**config.mk**
```make
export PLATFORM = sky130hd
export DESIGN_NAME = adc_clock_ref_channel_config
export DESIGN_NICKNAME = d
export VERILOG_FILES = /design/src/adc_cfg_pkg.sv /design/src/clk_glitchless_mux.sv /design/src/adc_clock_ref_channel_config.sv
export SDC_FILE = /design/constraint.sdc
export NUM_CORES = 1
export LEC_CHECK = 0
export ABC_AREA = 1
export BUFFER_PORTS_ARGS = -buffer_cell sky130_fd_sc_hd__buf_4
export CAP_MARGIN = 10
export CORE_MARGIN = 2
export CORE_UTILIZATION = 40
export DETAILED_ROUTE_END_ITERATION = 10
export HOLD_SLACK_MARGIN = 0.06
export PLACE_DENSITY = 0.64
export SLEW_MARGIN = 10
export SYNTH_ARGS = -nofsm -noshare
export SYNTH_HDL_FRONTEND = slang
export SYNTH_HIERARCHICAL = 1
export SYNTH_SLANG_ARGS = --single-unit
```
**constraint.sdc**
```tcl
create_clock -name clk -period 2.2 [get_ports clk]
set_input_delay 0.11 -clock clk [delete_from_list [all_inputs] [get_ports clk]]
set_output_delay 0.11 -clock clk [all_outputs]
set_load 0.02 [all_outputs]
```
**src/adc_cfg_pkg.sv**
```systemverilog
package adc_cfg_pkg;
   // ------------------------------------------------------------
   // register offsets
   // ------------------------------------------------------------
   localparam logic [3:0] OFS_MAIN_CTRL = 4'h0;
   localparam logic [3:0] OFS_CLK_DIV   = 4'h1;
   localparam logic [3:0] OFS_REF_CTRL  = 4'h2;
   localparam logic [3:0] OFS_CHAN_SEL  = 4'h3;
   localparam logic [3:0] OFS_STATUS    = 4'h4;
   // ------------------------------------------------------------
   // field positions and widths
   // ------------------------------------------------------------
   localparam int CS_BIT    = 4;
   localparam int NEG_REF_SELECT_BIT  = 4;
   localparam int DIV_W     = 6;
   localparam int POS_REF_SELECT_W    = 3;
   localparam int CHAN_W    = 6;
   localparam int TICK_W    = 16;
   // ------------------------------------------------------------
   // reset values
   // ------------------------------------------------------------
   localparam logic [7:0] RST_MAIN_CTRL = 8'h00;
   localparam logic [5:0] RST_CLK_DIV   = 6'h00;
   localparam logic [2:0] RST_POS_REF   = 3'h0;
   localparam logic       RST_NEG_REF   = 1'b0;
   localparam logic [5:0] RST_CHAN      = 6'h00;
   // ------------------------------------------------------------
   // positive reference encoding
   // ------------------------------------------------------------
   typedef enum logic [2:0] {
      POS_REF_SELECT_SUPPLY  = 3'h0,
      POS_REF_SELECT_EXT_PIN = 3'h1,
      POS_REF_SELECT_FVR_1X  = 3'h2,
      POS_REF_SELECT_FVR_2X  = 3'h3,
      POS_REF_SELECT_FVR_4X  = 3'h4
   } pos_ref_select_t;
endpackage

```
**src/clk_glitchless_mux.sv**
```systemverilog
`timescale 1ns/1ns
// ------------------------------------------------------------
// clock select: enable-domain handover, no runt ticks
// ------------------------------------------------------------
module clk_glitchless_mux
   import adc_cfg_pkg::*;
(
   input  wire logic clk,
   input  wire logic rstn,
   input  wire logic sel_rc,
   input  wire logic div_tick,
   input  wire logic rc_tick,
   output logic      adc_tick,
   output logic      active_rc
);
   typedef struct packed {
      logic use_rc;
      logic pend;
      logic hold;
   } mux_st_t;
   mux_st_t q, d;
   logic    sel_tick;

   // tick of whichever source is in use now
   assign sel_tick = q.use_rc ? rc_tick : div_tick;

   // leave the old source only on its own tick, so its last period is whole,
   // then drop the first tick of the new source, whose period may be partial
   // limitation: a switch away from a stopped source never completes
   always_comb begin
      d = q;
      d.pend = (sel_rc != q.use_rc);
      if (q.hold) begin
         d.hold = !sel_tick;
      end else if (q.pend && sel_tick) begin
         d.use_rc = sel_rc;
         d.pend   = 1'b0;
         d.hold   = 1'b1;
      end
   end

   always_ff @(posedge clk or negedge rstn) begin
      if (!rstn) begin
         q <= '0;
      end else begin
         q <= d;
      end
   end

   assign adc_tick  = sel_tick & ~q.hold;
   assign active_rc = q.use_rc;
endmodule

```
**src/adc_clock_ref_channel_config.sv**
```systemverilog
// The register offsets and the plain strobed port were left to the implementer.
`timescale 1ns/1ns
// Function
// - select bit: 0 divided system clock, 1 dedicated rc clock
// - system clock divided by 2*(n+1), n from 0 to 63
// - divider code decodes as (code+1)*2, 000000 gives divide-by-2
// - one adc clock period is the bit conversion period
// - control settings reach the core on the selected adc clock
// - divided clock tracks system clock; rc clock independent of it
// - positive reference: ext pin, supply, or fixed 1.024/2.048/4.096 v
// - negative reference bit: ext pin or ground
// - channel field picks input for sample-and-hold
module adc_clock_ref_channel_config
   import adc_cfg_pkg::*;
#(
   parameter int DIV_WIDTH = DIV_W
)(
   input  wire logic              clk,
   input  wire logic              rstn,
   input  wire logic [3:0]        addr,
   input  wire logic [7:0]        wdata,
   input  wire logic              wr,
   input  wire logic              rd,
   output logic      [7:0]        rdata,
   input  wire logic              rc_clk_pin,
   output logic                   adc_tick,
   output logic                   bit_period_tick,
   output logic                   clk_src_rc,
   output logic      [POS_REF_SELECT_W-1:0] pos_ref_select,
   output logic                   neg_ref_select,
   output logic      [CHAN_W-1:0] channel_select_field,
   output logic      [TICK_W-1:0] tick_count
);
   // ------------------------------------------------------------
   // state
   // ------------------------------------------------------------
   typedef struct packed {
      logic [7:0]           main_ctrl;
      logic [DIV_WIDTH-1:0] div_sw;
      logic [POS_REF_SELECT_W-1:0]    pos_ref_select_sw;
      logic                 neg_ref_select_sw;
      logic [CHAN_W-1:0]    chan_sw;
      logic [DIV_WIDTH:0]   div_cnt;
      logic [2:0]           rc_sync;
      logic                 rc_lvl;
      logic                 rc_tick;
      logic [POS_REF_SELECT_W-1:0]    pos_ref_select_core;
      logic                 neg_ref_select_core;
      logic [CHAN_W-1:0]    chan_core;
      logic [TICK_W-1:0]    ticks;
      logic [7:0]           rdata;
   } cfg_st_t;
   cfg_st_t q, d;

   logic div_tick;
   logic mux_tick;
   logic mux_rc;

   function automatic logic [POS_REF_SELECT_W-1:0] legal_pos_ref_select(input logic [POS_REF_SELECT_W-1:0] v);
      legal_pos_ref_select = (v > POS_REF_SELECT_FVR_4X) ? POS_REF_SELECT_SUPPLY : v;
   endfunction

   // ------------------------------------------------------------
   // divider: count 0..2n+1 halves -> one tick per 2*(n+1) clks
   // ------------------------------------------------------------
   // counter runs on clk itself, so a system clock change carries straight through
   // one bit wider than the code: divide-by-128 counts 0..127
   // a code lowered mid-count waits for the wrap, at most one long period
   assign div_tick = (q.div_cnt == {q.div_sw, 1'b1});

   clk_glitchless_mux u_mux (
      .clk       (clk),
      .rstn      (rstn),
      .sel_rc    (q.main_ctrl[CS_BIT]),
      .div_tick  (div_tick),
      .rc_tick   (q.rc_tick),
      .adc_tick  (mux_tick),
      .active_rc (mux_rc)
   );

   always_comb begin
      d = q;
      d.rdata = 8'h00;
      d.div_cnt = div_tick ? '0 : q.div_cnt + 1'b1;
      // rc pin: 3 flops, a new level counts once stages 2 and 3 agree on it
      d.rc_sync = {q.rc_sync[1:0], rc_clk_pin};
      d.rc_tick = 1'b0;
      if ((q.rc_sync[1] == q.rc_sync[2]) && (q.rc_sync[2] != q.rc_lvl)) begin
         d.rc_lvl  = q.rc_sync[2];
         d.rc_tick = q.rc_sync[2];
      end
      // ------------------------------------------------------------
      // register writes and reads
      // ------------------------------------------------------------
      if (wr) begin
         case (addr)
            OFS_MAIN_CTRL: d.main_ctrl = wdata;
            OFS_CLK_DIV:   d.div_sw    = wdata[DIV_WIDTH-1:0];
            OFS_REF_CTRL: begin
               d.pos_ref_select_sw = legal_pos_ref_select(wdata[POS_REF_SELECT_W-1:0]);
               d.neg_ref_select_sw = wdata[NEG_REF_SELECT_BIT];
            end
            OFS_CHAN_SEL:  d.chan_sw   = wdata[CHAN_W-1:0];
            default:       d = d;
         endcase
      end
      if (rd) begin
         case (addr)
            OFS_MAIN_CTRL: d.rdata = q.main_ctrl;
            OFS_CLK_DIV:   d.rdata = 8'(q.div_sw);
            OFS_REF_CTRL:  d.rdata = {3'h0, q.neg_ref_select_sw, 1'b0, q.pos_ref_select_sw};
            OFS_CHAN_SEL:  d.rdata = 8'(q.chan_sw);
            OFS_STATUS:    d.rdata = {7'h00, mux_rc};
            default:       d.rdata = 8'h00;
         endcase
      end
      // ------------------------------------------------------------
      // core side
      // ------------------------------------------------------------
      // core side settings update only on the active adc clock
      if (mux_tick) begin
         d.pos_ref_select_core = q.pos_ref_select_sw;
         d.neg_ref_select_core = q.neg_ref_select_sw;
         d.chan_core = q.chan_sw;
         d.ticks     = q.ticks + 1'b1;
      end
   end

   always_ff @(posedge clk or negedge rstn) begin
      if (!rstn) begin
         q           <= '0;
         q.main_ctrl <= RST_MAIN_CTRL;
         q.div_sw    <= DIV_WIDTH'(RST_CLK_DIV);
         q.pos_ref_select_sw   <= RST_POS_REF;
         q.neg_ref_select_sw   <= RST_NEG_REF;
         q.chan_sw   <= RST_CHAN;
         q.pos_ref_select_core <= RST_POS_REF;
         q.neg_ref_select_core <= RST_NEG_REF;
         q.chan_core <= RST_CHAN;
      end else begin
         q <= d;
      end
   end

   assign rdata                = q.rdata;
   assign adc_tick             = mux_tick;
   assign bit_period_tick      = mux_tick;
   assign clk_src_rc           = mux_rc;
   assign pos_ref_select       = q.pos_ref_select_core;
   assign neg_ref_select       = q.neg_ref_select_core;
   assign channel_select_field = q.chan_core;
   assign tick_count           = q.ticks;

   // ------------------------------------------------------------
   // checks
   // ------------------------------------------------------------
   logic [8:0] gap_cnt;
   always_ff @(posedge clk or negedge rstn) begin
      if (!rstn) begin
         gap_cnt <= 9'h000;
      end else if (div_tick) begin
         gap_cnt <= 9'h000;
      end else begin
         gap_cnt <= gap_cnt + 9'h001;
      end
   end

   AST_DIV_PERIOD: assert property (@(posedge clk) disable iff (!rstn)
      div_tick |-> gap_cnt == 9'({q.div_sw, 1'b1}))
      else $error("divider period too long");
   AST_DIV0_EVERY2: assert property (@(posedge clk) disable iff (!rstn)
      (div_tick && q.div_sw == '0) ##2 (q.div_sw == '0) |-> div_tick)
      else $error("divide-by-2 missing");
   AST_SRC_DIV: assert property (@(posedge clk) disable iff (!rstn)
      (!mux_rc && !u_mux.q.hold) |-> (adc_tick == div_tick))
      else $error("divided source not routed");
   AST_SRC_RC: assert property (@(posedge clk) disable iff (!rstn)
      (mux_rc && !u_mux.q.hold) |-> (adc_tick == q.rc_tick))
      else $error("rc source not routed");
   AST_NO_RUNT: assert property (@(posedge clk) disable iff (!rstn)
      $changed(mux_rc) |-> $past(mux_rc ? q.rc_tick : div_tick))
      else $error("switch not on old source edge");
   AST_REF_UPD: assert property (@(posedge clk) disable iff (!rstn)
      adc_tick |=> pos_ref_select == $past(q.pos_ref_select_sw))
      else $error("reference not updated");
   AST_REF_HOLD: assert property (@(posedge clk) disable iff (!rstn)
      !adc_tick |=> $stable(channel_select_field) && $stable(neg_ref_select))
      else $error("core setting moved off tick");
   AST_POS_REF_SELECT_LEGAL: assert property (@(posedge clk) disable iff (!rstn)
      pos_ref_select <= POS_REF_SELECT_FVR_4X)
      else $error("illegal reference code");
   AST_RD_ZERO: assert property (@(posedge clk) disable iff (!rstn)
      (rd && addr > OFS_STATUS) |=> rdata == 8'h00)
      else $error("unmapped read not zero");
   AST_NEG_REF_SELECT_UPD: assert property (@(posedge clk) disable iff (!rstn)
      adc_tick |=> neg_ref_select == $past(q.neg_ref_select_sw))
      else $error("negative reference not updated");
   AST_CHAN_UPD: assert property (@(posedge clk) disable iff (!rstn)
      adc_tick |=> channel_select_field == $past(q.chan_sw))
      else $error("channel not updated");
   AST_TICK_STEP: assert property (@(posedge clk) disable iff (!rstn)
      adc_tick |=> tick_count == $past(tick_count) + 1'b1)
      else $error("tick count did not step");
   AST_RD_IDLE: assert property (@(posedge clk) disable iff (!rstn)
      !rd |=> rdata == 8'h00)
      else $error("read data without read");
   AST_STATUS_RD: assert property (@(posedge clk) disable iff (!rstn)
      (rd && addr == OFS_STATUS) |=> rdata == {7'h00, $past(mux_rc)})
      else $error("status read wrong");
   AST_RC_ONE_PULSE: assert property (@(posedge clk) disable iff (!rstn)
      q.rc_tick |=> !q.rc_tick)
      else $error("rc tick longer than one cycle");

   COV_SWITCH_RC: cover property (@(posedge clk) disable iff (!rstn) $rose(mux_rc));
   COV_SWITCH_DIV: cover property (@(posedge clk) disable iff (!rstn) $fell(mux_rc));
   COV_CHAN: cover property (@(posedge clk) disable iff (!rstn) $changed(channel_select_field));
   COV_DIV128: cover property (@(posedge clk) disable iff (!rstn) div_tick && (&q.div_sw));
endmodule

```
==> results.ini <==
[cells_and_area]
fill_cells = 861
area_growth_pct = 15.2
final_nets = 476
mostFrequentLayoutCell = nand2_1
antennaDiodeCount = 0
final_area_um2 = 4150
regArea_um2 = 1830
layout-drive-gt1-share = 0.216
final_cell_mix = 116 x nand2_1, 73 x dfrtp_1, 56 x buf_4
multi_input_area_um2 = 1320

[run_status]
status = completed

[sta]
drv_slew = 0
hold_violations = 0
fin_crit_sh = 0.903
rsz0062_at_grt = no
worst_pin_slew_ps = 905
finalCriticalPeriod_ps = 1990
clock.fmax_ghz = 0.504
final.setup.tns_ps = 0
slew_headroom = 0.397
clock-skew-final_ps = 16.5
setup_viol = 0

[global_routing]
grt_pass1_wl_mm = 12.0
grt_pass1_vias = 2540
groute.usage.overall = 0.155
grt_antenna_before_repair = 0
overflow = 0
grt_max_degree = 74

[cts]
cts_buffers = 9
cts_sinks = 73
cts_tree = done
clkSlewWorstSetupHoldPaths_ps = 70
htreeDepth = 3
insertion_delay_ps = 350
cts_buffer_depth = 2
post_cts_buffers = 0
clock-root-buffer = clkbuf_8

[power_and_ir_drop]
pwr-share-seq = 0.458
power.density_nw_per_um2 = 976
switchingPower_w = 0.00136
p_sw_frac = 0.336
clock_power_share = 0.272
p_int_w = 0.00269
vdd_drop_max_v = 0.000265
total_power_w = 0.00405
leakagePower_nw = 2.16
power_frac_comb = 0.269

[synth]
ys_warn_count = 6
synth.cell_area_um2 = 3600
ys_seq_area_frac = 0.507
yosysUniqueCellTypes = 30
syn-instance-count = 425
avgSynthCellArea_um2 = 8.48
syn_nets = 444
synth-seq-cells = 73

[worst_setup_path]
cp-start-kind = flip-flop
crit_fanout = 5
arrival_ps = 2220
end_kind = flip-flop
crit_type = flip-flop to flip-flop
r2r_slack_ps = 210
cp.required_ps = 2440

[detailed_routing]
routed_wl_mm = 6.95
num_vias = 2652
vias_per_cell = 4.65
avgRoutedWirePerCell_um = 12.2
drt_iter0_drc = 118
drc = 0
antenna_left = 0
dr.pass1.iters = 4

[floorplan]
initial_core_util = 0.413
num_rows = 34
die_y_um = 98.9
core_area_um2 = 8720
die_x_um = 98.9
dieArea_um2 = 9780
ios = 54

[placed_design]
hpwlAfterDp_mm = 5.12
postPlaceCellArea_um2 = 3870
port_buffers = 53
gp_congestion = 0.844

[min_path]
worstHoldPathType = input port to flip-flop

[run]
cap_viol_max_count = 0

## state kept, by name (all words and copies together), names as in the netlist
signal                cells
pos_ref_select            3
q                        36
neg_ref_select            1
u_mux/active_rc           1
channel_select_field      6
tick_count               16
rdata                     8
u_mux/q                   2
## worst max-delay path: stages, from the launching register on
cell	delay (ps)
dfrtp_1	410
inv_1	70
nand2_1	50
o21ai_0	70
nor2_1	110
nand2_1	70
nor2_2	120
nand2_2	100
a21oi_4	180
nand3_1	140
nor3_2	320
xor2_1	180
inv_1	50
## cells by family (layout without fill, tap and decap cells)
logic type      Yosys count  in the layout  share of synthesized area
buf+inv                  88            125                      0.133
fa+ha+maj                 2              2                    0.00694
xor+xnor                 16             16                     0.0389
simple gates            216            216                      0.264
flops                    73             73                      0.507
compound gates           30             30                     0.0510
## path summary, 6_finish.rpt
kind                                endpoint      from  cells after the start
min in group asynchronous    u_mux/active_rc      rstn                      2
hold / removal                         q[65]  wdata[3]                      3
setup reg to reg               tick_count[6]     q[41]                     12
setup / recovery               tick_count[6]     q[41]                     12
hold reg to reg                        q[37]     q[36]                      0
max in group asynchronous  pos_ref_select[2]      rstn                      2
## power by group through the flow
stage	combinational, W	sequential, W	clock [W]
after CTS	0.00111	0.00186	0.00113
after floorplan	0.000869	0.00183	0
final	0.00109	0.00186	0.00110
after detailed placement	0.00110	0.00188	0
after global routing	0.00123	0.00190	0.00120
after global placement	0.00107	0.00187	0
## Yosys cell counts (all sizes together)
cell type    n  area, um2
o31ai        2       15.0
nor3         2       15.0
nor2        49        225
buf         39        292
ha           2       25.0
clkbuf       2       7.51
o21ai       26        156
nand2      122        478
nand3b       1       7.51
xor2        13        114
inv         47        179
a21oi        1       5.00
nand3       35        180
o21bai       1       7.51
nand4        7       43.8
xnor2        3       26.3
dfrtp       73       1830
## per-layer routing
layer / global-route usage / part of all wire
met1: 0.211 / 0.49
met2: 0.238 / 0.45
met3: 0.0397 / 0.040
met4: 0.0590 / 0.019
met5: 0 / 0
## area by class of cell
class	instances	share of cell area
Clock buffer	12	0.0398
Multi-Input combinational cell	264	0.317
Sequential cell	73	0.440
Inverter	47	0.0431
Timing Repair Buffer	62	0.116
Tap cell	108	0.0325
Clock inverter	4	0.0121
## metrics by stage
step / hold WS (ps) / setup slack [ps] / cells / utilization
floorplan: -186 / 81.0 / 425 / -
global placement: 220 / 293 / 548 / 0.444
detailed placement: 220 / 212 / 548 / 0.444
CTS: 69.5 / 180 / 570 / 0.475
global route: 69.9 / 9.01 / 570 / 0.476
finish: 77.1 / 214 / 570 / 0.476
## timing repair
action                                  in CTS  in global routing
hold endpoints to repair                    80                  0
endpoints found under the setup margin       0                  2
gates resized for setup                      0                  2
hold buffers                                 6                  0
No activity file was read; power rests on OpenSTA's default activity.
